### src/core/sgc_regs.svh
// Register offsets, reset values and timing constants of clock control
`ifndef SGC_REGS_SVH
`define SGC_REGS_SVH
`define SGC_BASE_ADDR 32'h5000_0000
`define SGC_OFS_BUS_SEL 8'h00
`define SGC_OFS_GATE 8'h04
`define SGC_OFS_HYST 8'h0C
`define SGC_OFS_ANA 8'h10
`define SGC_OFS_WAKE 8'h18
`define SGC_RST_BUS_SEL 32'h0000_0002
`define SGC_RST_GATE 32'h0000_0001
`define SGC_RST_HYST 32'h0000_0000
`define SGC_RST_ANA 32'h0000_0007
`define SGC_RST_WAKE 32'h0000_0000
`define SGC_MSK_BUS_SEL 32'h0000_0003
`define SGC_MSK_GATE 32'h00FF_FFFE
`define SGC_MSK_HYST 32'h0000_0003
`define SGC_MSK_ANA 32'h0000_001F
`define SGC_MSK_WAKE 32'h0000_0007
`define SGC_ANA_ADC 0
`define SGC_ANA_CAP 1
`define SGC_ANA_XTAL 2
`define SGC_ANA_XSEL 3
`define SGC_ANA_XHF 4
`define SGC_GATE_W 24
`define SGC_CLK_MHZ 40
`define SGC_WAKE_T0_US 200
`define SGC_WAKE_T1_US 300
`define SGC_WAKE_T2_US 400
`define SGC_WAKE_T3_US 500
`define SGC_WAKE_T4_US 600
`define SGC_WAKE_T5_US 700
`define SGC_WAKE_T6_US 900
`define SGC_WAKE_T7_US 1000
`define SGC_RESP_OKAY 2'h0
`define SGC_RESP_SLVERR 2'h2
`endif

### src/core/sgc_pkg.sv
// Types shared by the clock control block
`default_nettype none
package sgc_pkg;
  typedef enum logic [1:0] {
    SGC_SEL_48 = 2'h0,
    SGC_SEL_32 = 2'h1,
    SGC_SEL_24 = 2'h2,
    SGC_SEL_12 = 2'h3
  } sgc_sel_t;
  typedef enum logic [1:0] {
    SGC_IDLE = 2'b01,
    SGC_SETTLE = 2'b10
  } sgc_wake_st_t;
  typedef logic [15:0] sgc_cnt_t;
endpackage
`default_nettype wire

### src/core/sgc_ctl_if.sv
// Signals between the control core, the bus divider and the wake timer
`default_nettype none
interface sgc_ctl_if;
  logic clk_en;
  sgc_pkg::sgc_sel_t sel;
  logic tick;
  logic start;
  sgc_pkg::sgc_cnt_t cycles;
  logic settling;
  modport ctrl_mp(output clk_en, sel, start, cycles, input tick, settling);
  modport div_mp(input clk_en, sel, output tick);
  modport wake_mp(input clk_en, start, cycles, output settling);
endinterface
`default_nettype wire

### src/core/sgc_clk_div.sv
// Bus clock divider producing one enable tick per bus clock edge
`default_nettype none
module sgc_clk_div (
  input wire logic i_core_clk,
  input wire logic i_rst_n,
  sgc_ctl_if.div_mp ctl
);
  import sgc_pkg::*;
  logic [1:0] cnt_r;
  logic [1:0] last;
  logic raw_tick;

  // Divide ratios per select code
  always_comb begin
    unique case (ctl.sel)
      SGC_SEL_48: begin
        last = 2'h0;
        raw_tick = 1'b1;
      end
      SGC_SEL_32: begin
        last = 2'h2;
        raw_tick = (cnt_r != 2'h2);
      end
      SGC_SEL_24: begin
        last = 2'h1;
        raw_tick = (cnt_r == 2'h0);
      end
      SGC_SEL_12: begin
        last = 2'h3;
        raw_tick = (cnt_r == 2'h0);
      end
    endcase
  end

  // A select change mid-period wraps the counter instead of overrunning
  always_ff @(posedge i_core_clk or negedge i_rst_n) begin
    if (!i_rst_n) begin
      cnt_r <= 2'h0;
    end else if (ctl.clk_en) begin
      cnt_r <= (cnt_r >= last) ? 2'h0 : cnt_r + 2'h1;
    end
  end

  // Ticks only on enabled edges
  assign ctl.tick = raw_tick & ctl.clk_en;
endmodule // sgc_clk_div
`default_nettype wire

### src/core/sgc_top.sv
// Clock control core: register bank, bus clock select and peripheral gates
//
// Design decision made here: the AXI4-Lite slave port.
`include "sgc_regs.svh"
`default_nettype none
// Function
// Registers decode at base 0x5000_0000, offsets 00, 04, 0C, 10, 18.
// Two-bit select picks 48, 32, 24 or 12 MHz bus clock.
// Clock select resets to 0x2; upper thirty bits reserved.
// Each peripheral receives clock only while its gate bit is one.
// Gate register resets to 0x1; all peripheral gates start off.
// Bits 23..16: display, port, checksum, ADC, sense, watchdog, timers.
// Bits 15..8 gate timer 1, timer 0, pulse units 4..0, two-wire.
// Bits 7..3 gate serial 4..0; bits 2, 1 gate sync serial 1, 0.
// Gate bits 31:24 and 0 are reserved, gating nothing.
// Three-bit wake code selects 0.2 to 1 ms settle time.
// Wake register implements only bits 2:0; the rest reserved.
// Bus clock is the multiplied clock divided; it clocks peripherals.
// Hysteresis code selects 300, 400, 500 or 600 mV.
// Analog switches reset to 0x7, crystal, sensing, ADC powered down.
// After wake, stay off multiplied clock until settle count expires.
// Reserved bits read zero; gate changes are glitch-free. The code reads reserved gate bit 0 as one.
module sgc_top #(
  parameter int unsigned P_WAKE_CYC [8] = '{
    `SGC_WAKE_T0_US * `SGC_CLK_MHZ, `SGC_WAKE_T1_US * `SGC_CLK_MHZ,
    `SGC_WAKE_T2_US * `SGC_CLK_MHZ, `SGC_WAKE_T3_US * `SGC_CLK_MHZ,
    `SGC_WAKE_T4_US * `SGC_CLK_MHZ, `SGC_WAKE_T5_US * `SGC_CLK_MHZ,
    `SGC_WAKE_T6_US * `SGC_CLK_MHZ, `SGC_WAKE_T7_US * `SGC_CLK_MHZ}
) (
  input wire logic i_core_clk,
  input wire logic i_resetn,
  input wire logic i_clk_en,
  input wire logic i_wake_req,
  input wire logic [31:0] i_awaddr,
  input wire logic i_awvalid,
  output logic o_awready,
  input wire logic [31:0] i_wdata,
  input wire logic [3:0] i_wstrb,
  input wire logic i_wvalid,
  output logic o_wready,
  output logic [1:0] o_bresp,
  output logic o_bvalid,
  input wire logic i_bready,
  input wire logic [31:0] i_araddr,
  input wire logic i_arvalid,
  output logic o_arready,
  output logic [31:0] o_rdata,
  output logic [1:0] o_rresp,
  output logic o_rvalid,
  input wire logic i_rready,
  output logic o_bus_clk_tick,
  output logic [`SGC_GATE_W-1:0] o_periph_clk_en,
  output logic o_mult_clk_selected,
  output logic [1:0] o_hysteresis_code,
  output logic o_xtal_pd,
  output logic o_cap_sense_pd,
  output logic o_adc_pd,
  output logic o_xtal_high_sel,
  output logic o_xtal_hf_sel
);
  import sgc_pkg::*;

  logic rst_meta_r;
  logic rst_n;
  logic wake_s1_r;
  logic wake_s2_r;
  logic wake_s3_r;
  logic aw_ok_r;
  logic w_ok_r;
  logic [31:0] awaddr_r;
  logic [31:0] wdata_r;
  logic [3:0] wstrb_r;
  logic bvalid_r;
  logic [1:0] bresp_r;
  logic rvalid_r;
  logic [1:0] rresp_r;
  logic [31:0] rdata_r;
  logic [31:0] bus_sel_r;
  logic [31:0] gate_r;
  logic [31:0] hyst_r;
  logic [31:0] ana_r;
  logic [31:0] wake_r;
  logic [`SGC_GATE_W-1:0] gate_out_r;
  logic aw_take;
  logic w_take;
  logic ar_take;
  logic do_write;
  logic [7:0] wr_ofs;
  logic wr_map;
  logic [31:0] rd_val;
  logic rd_map;

  sgc_ctl_if ctl ();

  // Reset is released through two flops so every domain leaves it together
  always_ff @(posedge i_core_clk or negedge i_resetn) begin
    if (!i_resetn) begin
      rst_meta_r <= 1'b0;
      rst_n <= 1'b0;
    end else begin
      rst_meta_r <= 1'b1;
      rst_n <= rst_meta_r;
    end
  end

  // Wake pin is asynchronous: synchronise, then detect the rising edge
  always_ff @(posedge i_core_clk or negedge rst_n) begin
    if (!rst_n) begin
      wake_s1_r <= 1'b0;
      wake_s2_r <= 1'b0;
      wake_s3_r <= 1'b0;
    end else if (i_clk_en) begin
      wake_s1_r <= i_wake_req;
      wake_s2_r <= wake_s1_r;
      wake_s3_r <= wake_s2_r;
    end
  end

  // Base and offset decode
  function automatic logic is_mapped(input logic [31:0] a);
    logic [7:0] o;
    o = a[7:0];
    is_mapped = (a[31:8] == `SGC_BASE_ADDR >> 8) && (o == `SGC_OFS_BUS_SEL ||
      o == `SGC_OFS_GATE || o == `SGC_OFS_HYST || o == `SGC_OFS_ANA ||
      o == `SGC_OFS_WAKE);
  endfunction

  // Byte-lane merge; reserved bits keep their reset values through the mask
  function automatic logic [31:0] merge(input logic [31:0] old,
      input logic [31:0] d, input logic [3:0] s, input logic [31:0] m);
    logic [31:0] r;
    r = old;
    for (int b = 0; b < 4; b++) begin
      if (s[b]) begin
        r[8*b +: 8] = d[8*b +: 8];
      end
    end
    merge = (r & m) | (old & ~m);
  endfunction

  // Handshakes stall while the clock enable freezes state
  assign o_awready = i_clk_en && !aw_ok_r && !bvalid_r;
  assign o_wready = i_clk_en && !w_ok_r && !bvalid_r;
  assign o_arready = i_clk_en && !rvalid_r;
  assign aw_take = i_awvalid && o_awready;
  assign w_take = i_wvalid && o_wready;
  assign ar_take = i_arvalid && o_arready;
  assign do_write = i_clk_en && aw_ok_r && w_ok_r && !bvalid_r;
  assign wr_ofs = awaddr_r[7:0];
  assign wr_map = is_mapped(awaddr_r);

  always_ff @(posedge i_core_clk or negedge rst_n) begin
    if (!rst_n) begin
      aw_ok_r <= 1'b0;
      awaddr_r <= 32'h0000_0000;
    end else if (aw_take) begin
      aw_ok_r <= 1'b1;
      awaddr_r <= i_awaddr;
    end else if (do_write) begin
      aw_ok_r <= 1'b0;
    end
  end

  always_ff @(posedge i_core_clk or negedge rst_n) begin
    if (!rst_n) begin
      w_ok_r <= 1'b0;
      wdata_r <= 32'h0000_0000;
      wstrb_r <= 4'h0;
    end else if (w_take) begin
      w_ok_r <= 1'b1;
      wdata_r <= i_wdata;
      wstrb_r <= i_wstrb;
    end else if (do_write) begin
      w_ok_r <= 1'b0;
    end
  end

  // Unmapped addresses still answer, with a slave error
  always_ff @(posedge i_core_clk or negedge rst_n) begin
    if (!rst_n) begin
      bvalid_r <= 1'b0;
      bresp_r <= `SGC_RESP_OKAY;
    end else if (do_write) begin
      bvalid_r <= 1'b1;
      bresp_r <= wr_map ? `SGC_RESP_OKAY : `SGC_RESP_SLVERR;
    end else if (i_clk_en && i_bready) begin
      bvalid_r <= 1'b0;
    end
  end

  assign o_bvalid = bvalid_r;
  assign o_bresp = bresp_r;

  // Bus clock select register
  always_ff @(posedge i_core_clk or negedge rst_n) begin
    if (!rst_n) begin
      bus_sel_r <= `SGC_RST_BUS_SEL;
    end else if (do_write && wr_map && wr_ofs == `SGC_OFS_BUS_SEL) begin
      bus_sel_r <= merge(bus_sel_r, wdata_r, wstrb_r, `SGC_MSK_BUS_SEL);
    end
  end

  // Gate register; bit 0 is held at its reset one
  always_ff @(posedge i_core_clk or negedge rst_n) begin
    if (!rst_n) begin
      gate_r <= `SGC_RST_GATE;
    end else if (do_write && wr_map && wr_ofs == `SGC_OFS_GATE) begin
      gate_r <= merge(gate_r, wdata_r, wstrb_r, `SGC_MSK_GATE);
    end
  end

  // Hysteresis select register
  always_ff @(posedge i_core_clk or negedge rst_n) begin
    if (!rst_n) begin
      hyst_r <= `SGC_RST_HYST;
    end else if (do_write && wr_map && wr_ofs == `SGC_OFS_HYST) begin
      hyst_r <= merge(hyst_r, wdata_r, wstrb_r, `SGC_MSK_HYST);
    end
  end

  // Analog switches power up disabled
  always_ff @(posedge i_core_clk or negedge rst_n) begin
    if (!rst_n) begin
      ana_r <= `SGC_RST_ANA;
    end else if (do_write && wr_map && wr_ofs == `SGC_OFS_ANA) begin
      ana_r <= merge(ana_r, wdata_r, wstrb_r, `SGC_MSK_ANA);
    end
  end

  // Only the three timing bits are kept
  always_ff @(posedge i_core_clk or negedge rst_n) begin
    if (!rst_n) begin
      wake_r <= `SGC_RST_WAKE;
    end else if (do_write && wr_map && wr_ofs == `SGC_OFS_WAKE) begin
      wake_r <= merge(wake_r, wdata_r, wstrb_r, `SGC_MSK_WAKE);
    end
  end

  // Read mux; reserved bits hold their reset values in storage, gate bit 0 a one
  always_comb begin
    rd_map = is_mapped(i_araddr);
    unique case (i_araddr[7:0])
      `SGC_OFS_BUS_SEL: rd_val = bus_sel_r;
      `SGC_OFS_GATE: rd_val = gate_r;
      `SGC_OFS_HYST: rd_val = hyst_r;
      `SGC_OFS_ANA: rd_val = ana_r;
      `SGC_OFS_WAKE: rd_val = wake_r;
      default: rd_val = 32'h0000_0000;
    endcase
    if (!rd_map) begin
      rd_val = 32'h0000_0000;
    end
  end

  always_ff @(posedge i_core_clk or negedge rst_n) begin
    if (!rst_n) begin
      rvalid_r <= 1'b0;
      rdata_r <= 32'h0000_0000;
      rresp_r <= `SGC_RESP_OKAY;
    end else if (ar_take) begin
      rvalid_r <= 1'b1;
      rdata_r <= rd_val;
      rresp_r <= rd_map ? `SGC_RESP_OKAY : `SGC_RESP_SLVERR;
    end else if (i_clk_en && i_rready) begin
      rvalid_r <= 1'b0;
    end
  end

  assign o_rvalid = rvalid_r;
  assign o_rdata = rdata_r;
  assign o_rresp = rresp_r;

  // Divider and wake timer hookup
  assign ctl.clk_en = i_clk_en;
  assign ctl.sel = sgc_sel_t'(bus_sel_r[1:0]);
  assign ctl.start = wake_s2_r && !wake_s3_r;
  // Settle length from the wake code
  assign ctl.cycles = sgc_cnt_t'(P_WAKE_CYC[wake_r[2:0]]);

  sgc_clk_div u_div (
    .i_core_clk(i_core_clk),
    .i_rst_n(rst_n),
    .ctl(ctl.div_mp)
  );

  sgc_wake_timer #(
    .P_CNT_W($bits(sgc_cnt_t))
  ) u_wake (
    .i_core_clk(i_core_clk),
    .i_rst_n(rst_n),
    .ctl(ctl.wake_mp)
  );

  // Per-peripheral enables registered on bus ticks, so no glitches
  // Bit position equals gate register bit position
  // Reserved bit 0 drives nothing
  generate
    for (genvar g = 0; g < `SGC_GATE_W; g++) begin : g_gate
      always_ff @(posedge i_core_clk or negedge rst_n) begin
        if (!rst_n) begin
          gate_out_r[g] <= 1'b0;
        end else if (i_clk_en) begin
          gate_out_r[g] <= (g != 0) && gate_r[g] && ctl.tick;
        end
      end
    end
  endgenerate

  assign o_periph_clk_en = gate_out_r;
  assign o_bus_clk_tick = ctl.tick;
  // Multiplied clock selected only once settled
  assign o_mult_clk_selected = !ctl.settling;
  assign o_hysteresis_code = hyst_r[1:0];
  assign o_xtal_pd = ana_r[`SGC_ANA_XTAL];
  assign o_cap_sense_pd = ana_r[`SGC_ANA_CAP];
  assign o_adc_pd = ana_r[`SGC_ANA_ADC];
  assign o_xtal_high_sel = ana_r[`SGC_ANA_XSEL];
  assign o_xtal_hf_sel = ana_r[`SGC_ANA_XHF];
endmodule // sgc_top
`default_nettype wire

### src/core/sgc_wake_timer.sv
// Settle timer holding the system clock off the multiplied clock
`default_nettype none
module sgc_wake_timer #(
  parameter int P_CNT_W = 16
) (
  input wire logic i_core_clk,
  input wire logic i_rst_n,
  sgc_ctl_if.wake_mp ctl
);
  import sgc_pkg::*;
  sgc_wake_st_t st_r;
  logic [P_CNT_W-1:0] cnt_r;
  logic [P_CNT_W-1:0] seen_r;
  logic [P_CNT_W-1:0] load_r;

  // Count the selected settle time, then release
  always_ff @(posedge i_core_clk or negedge i_rst_n) begin
    if (!i_rst_n) begin
      st_r <= SGC_IDLE;
      cnt_r <= '0;
    end else if (ctl.clk_en) begin
      unique case (st_r)
        SGC_IDLE: begin
          if (ctl.start) begin
            st_r <= SGC_SETTLE;
            cnt_r <= ctl.cycles;
          end
        end
        SGC_SETTLE: begin
          if (cnt_r <= P_CNT_W'(1)) begin
            st_r <= SGC_IDLE;
          end
          cnt_r <= cnt_r - P_CNT_W'(1);
        end
        default: st_r <= SGC_IDLE;
      endcase
    end
  end

  assign ctl.settling = (st_r == SGC_SETTLE);

  // Helper: enabled cycles spent settling, and the length requested
  always_ff @(posedge i_core_clk or negedge i_rst_n) begin
    if (!i_rst_n) begin
      seen_r <= '0;
      load_r <= '0;
    end else if (ctl.clk_en) begin
      if (st_r == SGC_IDLE && ctl.start) begin
        seen_r <= '0;
        load_r <= ctl.cycles;
      end else if (ctl.settling) begin
        seen_r <= seen_r + P_CNT_W'(1);
      end
    end
  end
endmodule // sgc_wake_timer
`default_nettype wire

### config.mk
export PLATFORM = sky130hd
export DESIGN_NAME = sgc_top
export DESIGN_NICKNAME = d
export VERILOG_FILES = /design/src/core/sgc_pkg.sv /design/src/core/sgc_ctl_if.sv /design/src/core/sgc_clk_div.sv /design/src/core/sgc_top.sv /design/src/core/sgc_wake_timer.sv
export VERILOG_INCLUDE_DIRS = /design/src /design/src/core
export SDC_FILE = /design/constraint.sdc
export NUM_CORES = 1
export LEC_CHECK = 0
export BUFFER_PORTS_ARGS = -buffer_cell sky130_fd_sc_hd__buf_2
export CAP_MARGIN = 10
export CORE_MARGIN = 4
export CORE_UTILIZATION = 58
export DETAILED_ROUTE_END_ITERATION = 12
export GPL_ROUTABILITY_DRIVEN = 0
export PLACE_DENSITY = 0.91
export SETUP_SLACK_MARGIN = 0.5
export SYNTH_ARGS = -nofsm -noshare
export SYNTH_HDL_FRONTEND = slang
export SYNTH_SLANG_ARGS = --single-unit
export TNS_END_PERCENT = 30
### constraint.sdc
create_clock -name i_core_clk -period 8.1 [get_ports i_core_clk]
set_input_delay 0.405 -clock i_core_clk [delete_from_list [all_inputs] [get_ports i_core_clk]]
set_output_delay 0.405 -clock i_core_clk [all_outputs]
set_load 0.05 [all_outputs]
==> flow_results.org, run 1 <==
** Logic synthesis
- Cell types occupying the most area after synthesis :: sky130_fd_sc_hd__dfrtp_1 56%, sky130_fd_sc_hd__mux2_2 14%, sky130_fd_sc_hd__o21ai_0 2.9%, sky130_fd_sc_hd__a22o_1 2.8%, sky130_fd_sc_hd__nand2_1 2.3%
- Of all cell types, the one taking the most synthesized area is sky130_fd_sc_hd__dfrtp_1.
- Leading register cell type out of synthesis :: sky130_fd_sc_hd__dfrtp_1
- Synthesis-stage register bit count :: between 150 and 200
- Most frequent cells after synthesis :: 169 x sky130_fd_sc_hd__dfrtp_1, 97 x sky130_fd_sc_hd__mux2_2, 47 x sky130_fd_sc_hd__nand2_1
- For this run, the register share of the synthesized area comes to 0.577.
- In the synthesized netlist the async set-or-reset flop fraction comes to 1.00.
- Leading cell type by number of instances after synthesis :: sky130_fd_sc_hd__dfrtp_1
- Of the post-synthesis cell area, the dominant cell type holds 0.560.
- Mean instance size in the synthesized netlist :: 12.1 µm²
- The Yosys step of the flow raised 0 warnings.
- Mapped cell area :: 7550 µm²
- Number of synthesized flops with an enable pin :: 0
- Synthesis produced a netlist whose cell count is 623.
- The synthesized netlist contains 59 unique library cells.

** Outcome
- Run status :: finished clean

** Timing
- Highest clock frequency the design can meet :: 353 MHz
- Setup repair after global routing left no endpoint under its margin.
- Skew final :: 0.0116 ns
- Measured against its own limit, the worst slew margin works out to 0.262.
- Setup violations remaining at the end of the flow were counted as 0.
- For the pin with the worst max-slew slack, the measured transition is 1.10 ns.
- The final number of hold-violating endpoints is 0.
- For the finished layout, the period the worst path requires is 2.84 ns.
- Dividing the final minimum period by the clock period gives 0.350.
- Final Max Slew Viols :: 0
- Adding up every negative setup slack in the final design gives 0 ns.

** GRT
- Vias in the first global route :: 5,820
- Pin count of the biggest net entering global routing :: 96
- The number of antenna violations at the first check in global routing is 1.
- The first global-routing pass estimated 29.0 mm of wire.
- Global route overflow :: 0
- In the global route stage, overall resource usage came out at 0.253.

** Critical path
- At the worst endpoint, the required time is about 8.5 ns.
- Critical Path Fanout Max :: 44
- Data arrives at the worst endpoint at 3.18 ns.
- Category of the most critical setup path :: in -> reg
- STA classifies the critical path startpoint as an input pin.
- CP Capture Type :: register

** Floorplan
- The initial utilization of the core area, before any placement, comes to 0.596.
- Die X :: 122 µm
- Die boundary height :: 122 µm
- 183 I/O pins were placed.
- The core region is 12,700 µm².
- Area of the die :: 14,900 µm²
- The floorplan has 41 rows.

** Flow run
- Across the run, the number of max-cap violations was 0.

** Drt
- The count of nets left with antenna violations once routing finished came out at 0.
- Pre-Repair DR Iteration Count :: 5
- Detail Route met3 WL :: around 1.2 mm
- For this block, the via count after detailed routing is 5,566.
- In the final routing, the length of wire on met1 measures approximately 6.9 mm.
- Drt wl/cell :: 18.9 µm
- Post-detailed-route DRC marker count :: 0
- Total routed wirelength :: around 18 mm
- DR WL met2 :: 9.83 mm
- DR iter-0 viols :: 364
- Routed signal wires occupy layers up through met5.
- Vias per Instance :: 5.72

** Clocking
- Total clock sinks :: 174
- CTS tree :: yes
- Buffers added to address setup during post-CTS repair amount to 0.
- Post-cts sizing count :: 0
- Clock buffer depth :: 2
- The cell sitting at the root of the clock tree is a sky130_fd_sc_hd__clkbuf_16.
- Buffers inserted during clock tree synthesis total 17.
- Clock latency at the later pin of the worst-skew pair :: ~0.42 ns
- The H-tree was split into 4 levels.
- Clock-pin slew was measured on the worst setup and hold paths at 0.07 ns.
- Buffers inserted to repair hold after CTS numbered 1.

** Cells and area
- Layout-stage area growth over the synthesis result :: 20.8%
- 0 antenna diodes ended up in the layout.
- Final nets :: 907
- Of the cells placed in the final design, the portion with a size suffix greater than 1 is 0.401.
- The filler cells instantiated in the layout total 871.

** Pwr
- Worst VDD drop :: about 230 µV
- Power Dens Cells :: about 270 nW/µm²
- The analysis attributes to cell leakage a power of 4.41 nW.
- The design draws 0.00249 W.

** Placed design
- Number of input and output port buffers inserted :: between 150 and 200
- Dpl hpwl :: about 13 mm

** Min path
- Hold crit path type :: in -> reg
==> cell families (layout without fill, tap and decap cells) <==
kind of cell	count (synthesis)	after routing	share of synthesized area
and+or+nand+nor	151	151	0.115
buffers and inverters	73	249	0.0411
other	2	4	0.000994
adders and majority gates	10	10	0.0166
muxes	101	101	0.150
xor gates and xnor gates	3	3	0.00348
DFF	174	174	0.577
AOI/OAI and AO/OA	109	109	0.0961
==> sequential cells by signal (all words and copies together) (netlist names), 3 cells and up <==
name,flops
u_wake.cnt_r,16
o_rdata,26
wstrb_r,3
gate_r,23
wdata_r,24
ana_r,5
awaddr_r,32
wake_r,3
o_periph_clk_en,23
==> area by class of cell <==
| class | instances | area, µm² | share of cell area |
|---|---|---|---|
| clock inverters | 11 | 110 | 0.0121 |
| clock buffers | 21 | 450 | 0.0494 |
| repair buffers | 178 | 941 | 0.103 |
| multi-input cells | 378 | 2900 | 0.318 |
| flip-flops and latches | 174 | 4360 | 0.478 |
| well taps | 172 | 215 | 0.0236 |
| inverters | 39 | 146 | 0.0160 |
==> cells in the final DEF, fill, tap and decap left out, types with 4 or more instances in the layout <==
master	Yosys	routed
sky130_fd_sc_hd__a21oi_1	18	18
sky130_fd_sc_hd__a22o_1	24	24
sky130_fd_sc_hd__and2_1	4	4
sky130_fd_sc_hd__buf_2	2	170
sky130_fd_sc_hd__buf_4	9	5
sky130_fd_sc_hd__clkbuf_16	0	17
sky130_fd_sc_hd__clkinvlp_4	0	5
sky130_fd_sc_hd__conb_1	2	4
sky130_fd_sc_hd__dfrtp_1	169	168
sky130_fd_sc_hd__dfstp_2	5	5
sky130_fd_sc_hd__ha_1	10	10
sky130_fd_sc_hd__inv_1	39	39
sky130_fd_sc_hd__mux2_2	97	97
sky130_fd_sc_hd__mux2i_1	4	4
sky130_fd_sc_hd__nand2_1	47	47
sky130_fd_sc_hd__nand2b_1	5	5
sky130_fd_sc_hd__nand3_1	8	8
sky130_fd_sc_hd__nand4_1	5	5
sky130_fd_sc_hd__nor2_1	24	24
sky130_fd_sc_hd__nor2b_1	5	5
sky130_fd_sc_hd__nor4_1	14	14
sky130_fd_sc_hd__nor4b_1	4	4
sky130_fd_sc_hd__o21ai_0	44	44
sky130_fd_sc_hd__or4_1	7	7
==> where the power goes <==
part           switching (W)  internal [W]
sequential          0.000159       0.00107
combinational       0.000243      0.000245
clock               0.000340      0.000435
total               0.000742       0.00175
==> per-stage QoR <==
| step | std cells | setup WS, ns | instance area (µm²) | utilization | hold WS [ns] |
|---|---|---|---|---|---|
| 4_1_cts | 971 | 4.65 | 9080 | 0.717 | 0.201 |
| 5_1_grt | 973 | 5.06 | 9130 | 0.720 | 0.192 |
| 3_3_place_gp | 938 | 4.23 | 8510 | 0.672 | 0.190 |
| 6_report | 973 | 5.26 | 9130 | 0.720 | 0.210 |
| 3_5_place_dp | 938 | 4.25 | 8510 | 0.672 | 0.193 |
| 2_1_floorplan | 625 | 2.90 | 7560 | - | 0.109 |
==> worst paths after layout <==
kind	from	to	slack, ns	cells past startpoint
max reg2reg	awaddr_r[4]$_DFFE_PN0P_	gate_r[2]$_DFFE_PN0P_	5.53	5
min in group asynchronous	rst_n$_DFF_PN0_	awaddr_r[2]$_DFFE_PN0P_	0.28	0
min reg2reg	rst_n$_DFF_PN0_	awaddr_r[2]$_DFFE_PN0P_	0.28	0
max in group asynchronous	rst_n$_DFF_PN0_	o_rdata[23]$_DFFE_PN0P_	6.51	1
min	i_wstrb[0]	wstrb_r[0]$_DFFE_PN0P_	0.21	2
max	i_clk_en	o_rdata[11]$_DFFE_PN0P_	5.26	5
==> critical path: stages <==
cell	delay (ns)
sky130_fd_sc_hd__buf_2	0.62
sky130_fd_sc_hd__nand3b_1	0.49
sky130_fd_sc_hd__nand3b_1	0.42
sky130_fd_sc_hd__nor4b_4	0.96
sky130_fd_sc_hd__a22o_1	0.27
==> layer usage <==
metal / GRT usage / vias to the layer above
met5: 0 / -
met4: 0.0945 / 2
met3: 0.0715 / 30
met2: 0.439 / 186
met1: 0.300 / 2806
li1: - / 2542
(Power assumes the default switching activity.)
==> run 2: changes to the inputs <==
CORE_UTILIZATION = 48   (was 58)
PLACE_DENSITY = 0.81   (was 0.91)
clock period = 2.4 ns   (was 8.1 ns; I/O delays follow)
==> flow_results.org, run 2 (synthesis results as in run 1) <==
** Outcome
- Run status :: finished clean (unchanged)

** Drt
- Drt wl/cell :: 18.0 µm (was 18.9 µm)
- The final wirelength was 19.9 mm (was 18.4 mm).
- DR iter-0 viols :: 334 (was 364)
- The vias per cell is 5.34 (was 5.72).
- Pre-Repair DR Iteration Count :: 5 (unchanged)
- The overall via count from detail_route came to 5,896 (was 5,566).
- The number of antenna-violating nets in the routed design came to 0 (unchanged).
- Post-detailed-route DRC marker count :: 0 (unchanged)

** Cells and area
- Commonest cells after routing, fill and taps aside :: 170 x sky130_fd_sc_hd__buf_2, 168 x sky130_fd_sc_hd__dfrtp_1, 90 x sky130_fd_sc_hd__mux2_2, 65 x sky130_fd_sc_hd__dlygate4sd3_1, 46 x sky130_fd_sc_hd__nand2_1 (was 170 x sky130_fd_sc_hd__buf_2, 168 x sky130_fd_sc_hd__dfrtp_1, 97 x sky130_fd_sc_hd__mux2_2, 47 x sky130_fd_sc_hd__nand2_1, 44 x sky130_fd_sc_hd__o21ai_0)
- Most common cell after layout, fill and taps aside :: sky130_fd_sc_hd__buf_2 (unchanged)
- The share of layout cells above drive strength 1 was 0.415 (was 0.401).
- The number of nets in the finished design was 998 (was 907).
- The number of flip-flops in the largest register came to 32 (unchanged).
- The final design utilization was 0.673 (was 0.720).
- Filler Cell Count :: 1,115 (was 871)
- The area overhead of the layout relative to synthesis is 36.3% (was 20.8%).
- The final non-filler cell area is 10,300 µm² (was 9130 µm²).
- The register containing the most flip-flops in the final layout was awaddr_r (unchanged).

** Placed design
- Number of input and output port buffers inserted :: 170 (unchanged)
- The post-DP HPWL is 13.0 mm (was 12.8 mm).
- Post-placement setup slack :: 0.0258 ns (was 4.25 ns)
- The cell area after placement was 8740 µm² (was 8510 µm²).

** Floorplan
- Die X :: 133 µm (was 122 µm)
- The initial cell density of the core came to 0.493 (was 0.596).
- Floorplan Core Area :: 15,300 µm² (was 12,700 µm²)
- Area of the die :: 17,800 µm² (was 14,900 µm²)
- Number of ports placed on the die boundary :: 183 (unchanged)
- The die extent in y was 133 µm (was 122 µm).
- The number of rows created at floorplan is 45 (was 41).

** Timing
- The slew at the pin closest to its max-slew limit came to 0.689 ns (was 1.10 ns).
- Final Hold Viols :: 0 (unchanged)
- The worst path setup slack after routing was 0.220 ns (was 5.26 ns).
- Crit share post-route :: 0.908
- Unrepaired setup endpoints after global routing: yes (was no).
- Final count of negative-setup-slack endpoints :: 0 (unchanged)
- Final Max Slew Viols :: 0 (unchanged)
- Worst slew margin relative to its limit :: 0.541 (was 0.262)
- Highest clock frequency the design can meet :: 459 MHz
- Subtracting the final worst setup slack from the clock period gives 2.18 ns.
- The final clock skew is 0.0115 ns (was 0.0116 ns).

** Clocking
- The number of buffers between clock root and the deepest sink is 2 (unchanged).
- Clock latency at the later pin of the worst-skew pair :: 0.43 ns (was 0.42 ns)
- The clock-pin transition on the worst setup and hold timing paths was 0.07 ns (about the same).
- The TritonCTS clock tree was yes (unchanged).
- CTS H-Tree Depth :: 4 (unchanged)
- The clock sink count is 174 (unchanged).
- Clock tree root driver cell :: sky130_fd_sc_hd__clkbuf_16 (unchanged)
- The TritonCTS buffer count came to 17 (unchanged).

** Critical path
- The startpoint kind of the worst setup timing path was a register (was input pin).
- Number of logic stages on the critical path including buffering :: 5 (unchanged)
- Category of the most critical setup path :: reg -> reg (was in -> reg)
- Cell count of the worst reg-to-reg path :: 5 (unchanged)
- CP Capture Type :: register (unchanged)
- The setup slack of the worst register-to-register path was 0.22 ns (was 5.53 ns).
- The largest fanout on the critical path is 3 (was 44).
- Buf/Inv on CP :: 1 (unchanged)
- The capture point of the worst reg-to-reg path is ana_r[2]$_DFFE_PN1P_ (was gate_r[2]$_DFFE_PN0P_).
- Signal arrival time at the worst endpoint :: 2.53 ns (was 3.18 ns)
- The worst endpoint required time is 2.75 ns (was 8.45 ns).
- Ordered cell list for the critical path :: or4_4 -> or3_4 -> nor4_4 -> buf_4 -> mux2_2 (was buf_2 -> nand3b_1 -> nand3b_1 -> nor4b_4 -> a22o_1)
- The standard cell with the maximum stage delay on the critical path is sky130_fd_sc_hd__or4_4 (was sky130_fd_sc_hd__nor4b_4).
- Slowest Stage Delay on Critical Path :: 0.56 ns (was 0.96 ns)
- CP delay by family, top :: simple AND/OR/NAND/NOR gates (unchanged)
- Startpoint of the lowest-slack register-to-register path :: awaddr_r[14]$_DFFE_PN0P_ (was awaddr_r[4]$_DFFE_PN0P_)

** Pwr
- The maximum resistive drop on vdd was 741 µV (was 235 µV).
- Lkg Pwr :: 4.92 nW (was 4.41 nW)
- The total power divided by cell area was 877 nW/µm² (was 273 nW/µm²).

** Min path
- The hold path startpoint was i_araddr[1] (was i_wstrb[0]).
- Hold crit path type :: in -> reg (unchanged)
- Hold Path Sink :: o_rdata[0]$_DFFE_PN0P_ (was wstrb_r[0]$_DFFE_PN0P_)
- The worst hold path stage count is 4 (was 2).

** GRT
- Pin count of the biggest net entering global routing :: 63 (was 96)
- The leftover overflow at the end of global routing came to 0 (unchanged).
- Initial antenna violation count :: 2 (was 1)
- The wire length of the first global-routing pass was 31.5 mm (was 29.0 mm).
- The via count of the first global-routing pass is 6,070 (was 5,820).
- Global router's overall resource usage :: 0.224 (was 0.253)

** Flow run
- The number of max-cap violations is 0 (unchanged).
## run 2: cell types whose count changed in the layout (fill, tap and decap cells not counted), moves of 5 or more
cell,before,now
sky130_fd_sc_hd__buf_6,0,5
sky130_fd_sc_hd__mux2_2,97,90
sky130_fd_sc_hd__or4_4,1,6
sky130_fd_sc_hd__mux2_4,0,7
sky130_fd_sc_hd__dlygate4sd3_1,1,65
sky130_fd_sc_hd__or4_1,7,2
sky130_fd_sc_hd__buf_4,5,25
## run 2: repair_timing
item                                    CTS  global route
endpoints found under the setup margin   46            69
hold endpoints to repair                 65             0
hold buffers                             65             0
buffers inserted                          5             5
gates resized for setup                  14            32
pin swaps                                 7            14
## run 2: layer usage
metal | part of all wire | vias to the layer above | GRT usage
li1 | - | 2732 | -
met1 | 0.40 | 2926 | 0.272
met2 | 0.52 | 199 | 0.385
met3 | 0.049 | 39 | 0.0487
met4 | 0.033 | 0 | 0.103
met5 | 0 | - | 0
## run 2: power breakdown
part	internal [W]	switching, W
sequential	0.00360	0.000570
clock	0.00162	0.00120
combinational	0.00110	0.000954
total	0.00631	0.00272
## run 2: area by class of cell
class	instances	area, µm²	area share
clock inverter	12	149	0.0145
clock buffer	20	457	0.0443
antenna	2	5.00	0.000486
inverter	39	146	0.0142
tap	211	264	0.0256
multi-input combinational	378	3090	0.300
timing repair buffer	269	1820	0.177
sequential	174	4360	0.424
## run 2: worst max-delay path by stage
stage	startpoint	end
3_3_place_gp	awaddr_r[26]$_DFFE_PN0P_	ana_r[4]$_DFFE_PN0P_
2_1_floorplan	o_bvalid$_DFFE_PN0P_	awaddr_r[10]$_DFFE_PN0P_
3_5_place_dp	awaddr_r[26]$_DFFE_PN0P_	gate_r[18]$_DFFE_PN0P_
6_report	awaddr_r[14]$_DFFE_PN0P_	ana_r[2]$_DFFE_PN1P_
4_1_cts	awaddr_r[20]$_DFFE_PN0P_	hyst_r[0]$_DFFE_PN0P_
5_1_grt	awaddr_r[26]$_DFFE_PN0P_	ana_r[3]$_DFFE_PN0P_
## run 2: worst register-to-register path, delay by kind of cell (launching register included)
| kind | cells | cell delay [ns] |
|---|---|---|
| muxes | 1 | 0.33 |
| and+or+nand+nor | 3 | 1.20 |
| buffers and inverters | 1 | 0.18 |
| DFF | 1 | 0.39 |
## run 2: per-stage QoR
step	total power, W	hold slack (ns)	setup TNS (ns)	cells
finish	0.00903	0.0697	0	1105
global route	0.00949	0.0797	0	1105
CTS	0.00884	0.0354	0	1098
detailed placement	0.00587	-0.0910	0	996
global placement	0.00576	-0.0924	0	996
floorplan	0.00528	-0.176	-16.64	625
==> run 3: changes to the inputs <==
clock period = 1.8 ns   (was 2.4 ns; I/O delays follow)
==> flow_results.org, run 3 (synthesis results as in run 1) <==
** Outcome
- Run status: finished with violations (was finished clean).
- Violations in the final reports :: negative setup slack

** Pwr
- PnR Total Power :: 0.0143 W (was 0.00903 W)
- Power Dens Cells :: 1190 nW/µm² (was 877 nW/µm²)
- The maximum resistive drop on vdd was 911 µV (was 741 µV).
- The static leakage was 5.79 nW (was 4.92 nW).

** Floorplan
- The initial cell density of the core came to 0.493 (unchanged).
- Floorplan Core Area :: 15,300 µm² (unchanged)
- Die boundary height :: 133 µm (unchanged)
- The width of the chip is 133 µm (unchanged).
- Area of the die :: 17,800 µm² (unchanged)
- Number of ports placed on the die boundary :: 183 (unchanged)
- # rows :: 45 (unchanged)

** Cells and area
- The footprint of the flip-flops and latches is 4370 µm² (was 4360 µm²).
- The most common library cell in the layout ignoring fill and taps is sky130_fd_sc_hd__dfrtp_1 (was sky130_fd_sc_hd__buf_2).
- The area of the multi-input gates is 3750 µm² (was 3090 µm²).
- Largest register FFs :: 32 (unchanged)
- Count of inserted antenna diode cells :: 0 (was 2)
- Fraction of layout cells with a size suffix above 1 :: 0.542 (was 0.415)
- Register with the highest flop count :: awaddr_r (unchanged)
- Commonest cells after routing, fill and taps aside :: 167 x sky130_fd_sc_hd__dfrtp_1, 161 x sky130_fd_sc_hd__buf_2, 67 x sky130_fd_sc_hd__mux2_4, 66 x sky130_fd_sc_hd__dlygate4sd3_1, 62 x sky130_fd_sc_hd__buf_4 (was 170 x sky130_fd_sc_hd__buf_2, 168 x sky130_fd_sc_hd__dfrtp_1, 90 x sky130_fd_sc_hd__mux2_2, 65 x sky130_fd_sc_hd__dlygate4sd3_1, 46 x sky130_fd_sc_hd__nand2_1)
- Filler Cell Count :: 843 (was 1,115)
- The number of nets in the finished design came to 1,082 (was 998).
- Layout-stage area growth over the synthesis result :: 58.7% (was 36.3%)

** GRT
- Initial antenna violation count :: 2 (unchanged)
- Global-route layer with the greatest usage :: met2 (unchanged)
- Global Route met2 Usage :: 0.493 (was 0.385)
- Routing usage on met1 :: 0.325 (was 0.272)
- Global router's overall resource usage :: 0.276 (was 0.224)
- The leftover overflow at the end of global routing was 0 (unchanged).
- The maximum number of pins on one net before global-route repair came to 43 (was 63).
- The via count of the first global-routing pass came to 7,070 (was 6,070).
- The wire length of the first global-routing pass is 38.5 mm (was 31.5 mm).
- The met3 usage in global routing was 0.0627 (was 0.0487).

** Timing
- The worst path setup slack after routing was -0.700 ns (was 0.220 ns).
- The final setup violation count came to 49 (was 0).
- Slew @ Worst Pin :: 0.621 ns (was 0.689 ns)
- Highest clock frequency the design can meet :: 400 MHz (was 459 MHz)
- The headroom to the max-slew limit is 0.586 (was 0.541).
- The total count of max-transition violations in the final report is 0 (unchanged).
- Unrepaired setup endpoints after global routing: yes (unchanged).
- The final number of hold-violating endpoints is 0 (unchanged).
- Worst hold slack :: 0.148 ns (was 0.0697 ns)
- The final clock skew was 0.0134 ns (was 0.0115 ns).
- Post-layout min period :: 2.50 ns (was 2.18 ns)
- The period utilization was 1.39 (was 0.908).

** Critical path
- Ordered cell list for the critical path :: nor4_2 -> nand4_1 -> a2111o_1 -> buf_4 -> nor4_4 -> mux2_4 (was or4_4 -> or3_4 -> nor4_4 -> buf_4 -> mux2_2)
- The origin of the critical flop-to-flop path is awaddr_r[23]$_DFFE_PN0P_ (was awaddr_r[14]$_DFFE_PN0P_).
- The largest fanout on the critical path came to 3 (unchanged).
- The critical path's largest stage delay is 0.51 ns (was 0.56 ns).
- The worst endpoint required time is 2.10 ns (was 2.75 ns).
- Worst setup path startpoint :: awaddr_r[23]$_DFFE_PN0P_ (was awaddr_r[14]$_DFFE_PN0P_)
- The capture point of the worst reg-to-reg path was hyst_r[0]$_DFFE_PN0P_ (was ana_r[2]$_DFFE_PN1P_).
- The standard cell with the maximum stage delay on the critical path was sky130_fd_sc_hd__a2111o_1 (was sky130_fd_sc_hd__or4_4).
- Category of the most critical setup path :: reg -> reg (unchanged)
- The arrival time reported for the critical path endpoint is 2.80 ns (was 2.53 ns).
- The startpoint kind of the worst setup timing path is a register (unchanged).
- R2r setup slk :: -0.70 ns (was 0.22 ns)
- The cell count of the worst reg-to-reg path is 6 (was 5).
- CP Capture Type :: register (unchanged)
- The critical path endpoint was hyst_r[0]$_DFFE_PN0P_ (was ana_r[2]$_DFFE_PN1P_).

** Min path
- The hold path startpoint is i_araddr[3] (was i_araddr[1]).
- Cell count of the worst hold path :: 3 (was 4)
- The path type of the worst min-delay path was in -> reg (unchanged).

** Clocking
- The H-tree depth was 4 (unchanged).
- Total clock sinks :: 174 (unchanged)
- Clock tree root driver cell :: sky130_fd_sc_hd__clkbuf_16 (unchanged)
- Clock buffer depth :: 2 (unchanged)
- The clock-pin transition on the worst setup and hold timing paths was 0.07 ns (about the same).
- The TritonCTS clock tree was yes (unchanged).
- The TritonCTS buffer count was 17 (unchanged).
- Clock latency at the later pin of the worst-skew pair :: 0.43 ns (about the same)

** Drt
- The detail-routed net length per standard cell came to 23.5 µm (was 18.0 µm).
- The vias per cell was 5.77 (was 5.34).
- The overall via count from detail_route is 6,853 (was 5,896).
- The number of antenna-violating nets in the routed design was 0 (unchanged).
- The first-iteration detailed-routing DRC count came to 509 (was 334).
- Pre-Repair DR Iteration Count :: 5 (unchanged)
- Post-detailed-route DRC marker count :: 0 (unchanged)
- The final wirelength was 27.9 mm (was 19.9 mm).

** Placed design
- Number of input and output port buffers inserted :: 170 (unchanged)
- Dpl hpwl :: 14.0 mm (was 13.0 mm)

** Flow run
- The number of max-cap violations came to 0 (unchanged).
-- run 3: cell types whose count changed in the layout (fill, tap and decap cells not counted), moves of 8 or more --
cell	delta
sky130_fd_sc_hd__buf_6	+38
sky130_fd_sc_hd__o21ai_0	-33
sky130_fd_sc_hd__buf_4	+37
sky130_fd_sc_hd__o21ai_1	+23
sky130_fd_sc_hd__mux2_4	+60
sky130_fd_sc_hd__o21ai_2	+9
sky130_fd_sc_hd__mux2_2	-60
sky130_fd_sc_hd__buf_2	-9
sky130_fd_sc_hd__nand2_4	+8
sky130_fd_sc_hd__nand2_1	-26
sky130_fd_sc_hd__nand2_2	+18
-- run 3: worst min path at each step --
stage	end	slack, ns
2_1_floorplan	rst_meta_r$_DFF_PN0_	-0.21
6_report	o_rdata[3]$_DFFE_PN0P_	0.15
3_3_place_gp	rst_meta_r$_DFF_PN0_	-0.12
5_1_grt	o_rdata[4]$_DFFE_PN0P_	0.17
3_5_place_dp	rst_meta_r$_DFF_PN0_	-0.12
4_1_cts	o_rdata[0]$_DFFE_PN0P_	0.12
-- run 3: layout make-up --
cell class / instances / area share
Inverter: 39 / 0.0124
Timing Repair Buffer: 353 / 0.238
Sequential cell: 174 / 0.364
Multi-Input combinational cell: 378 / 0.313
Clock buffer: 24 / 0.0393
Clock inverter: 8 / 0.0107
Tap cell: 211 / 0.0220
-- run 3: routing by layer --
metal  part of all wire  vias to the layer above
li1                   -                     2894
met1               0.36                     3423
met2               0.51                      420
met3              0.073                      112
met4              0.055                        4
met5            0.00075                        -
-- run 3: what timing repair did --
action	in CTS	in global routing
gates resized for setup	236	61
setup endpoints to repair	170	171
pin swaps	77	58
hold buffers	66	0
buffers inserted	26	16
endpoints found under the hold margin	66	0
gates cloned	2	5
-- run 3: power by group --
group | total [W] | internal (W) | switching [W]
combinational | 0.00483 | 0.00278 | 0.00205
clock | 0.00385 | 0.00227 | 0.00157
sequential | 0.00563 | 0.00480 | 0.000832
-- run 3: through the flow --
| step | utilization | cells | TNS, ns | cell area, µm² | setup WS (ns) |
|---|---|---|---|---|---|
| 2_1_floorplan | - | 625 | -29.88 | 7590 | -0.380 |
| 3_3_place_gp | 0.599 | 1040 | -14.07 | 9180 | -0.453 |
| 3_5_place_dp | 0.599 | 1040 | -15.64 | 9180 | -0.491 |
| 4_1_cts | 0.749 | 1166 | -12.54 | 11500 | -0.472 |
| 5_1_grt | 0.783 | 1187 | -21.98 | 12000 | -0.727 |
| 6_report | 0.783 | 1187 | -18.91 | 12000 | -0.700 |
-- run 3: critical path: cells and delay by family (launching register included) --
family	cells	cell delay (ns)
AND/OR/NAND/NOR	3	0.92
flip-flops	1	0.40
AO/OA/AOI/OAI	1	0.51
buffers and inverters	1	0.19
multiplexers	1	0.36
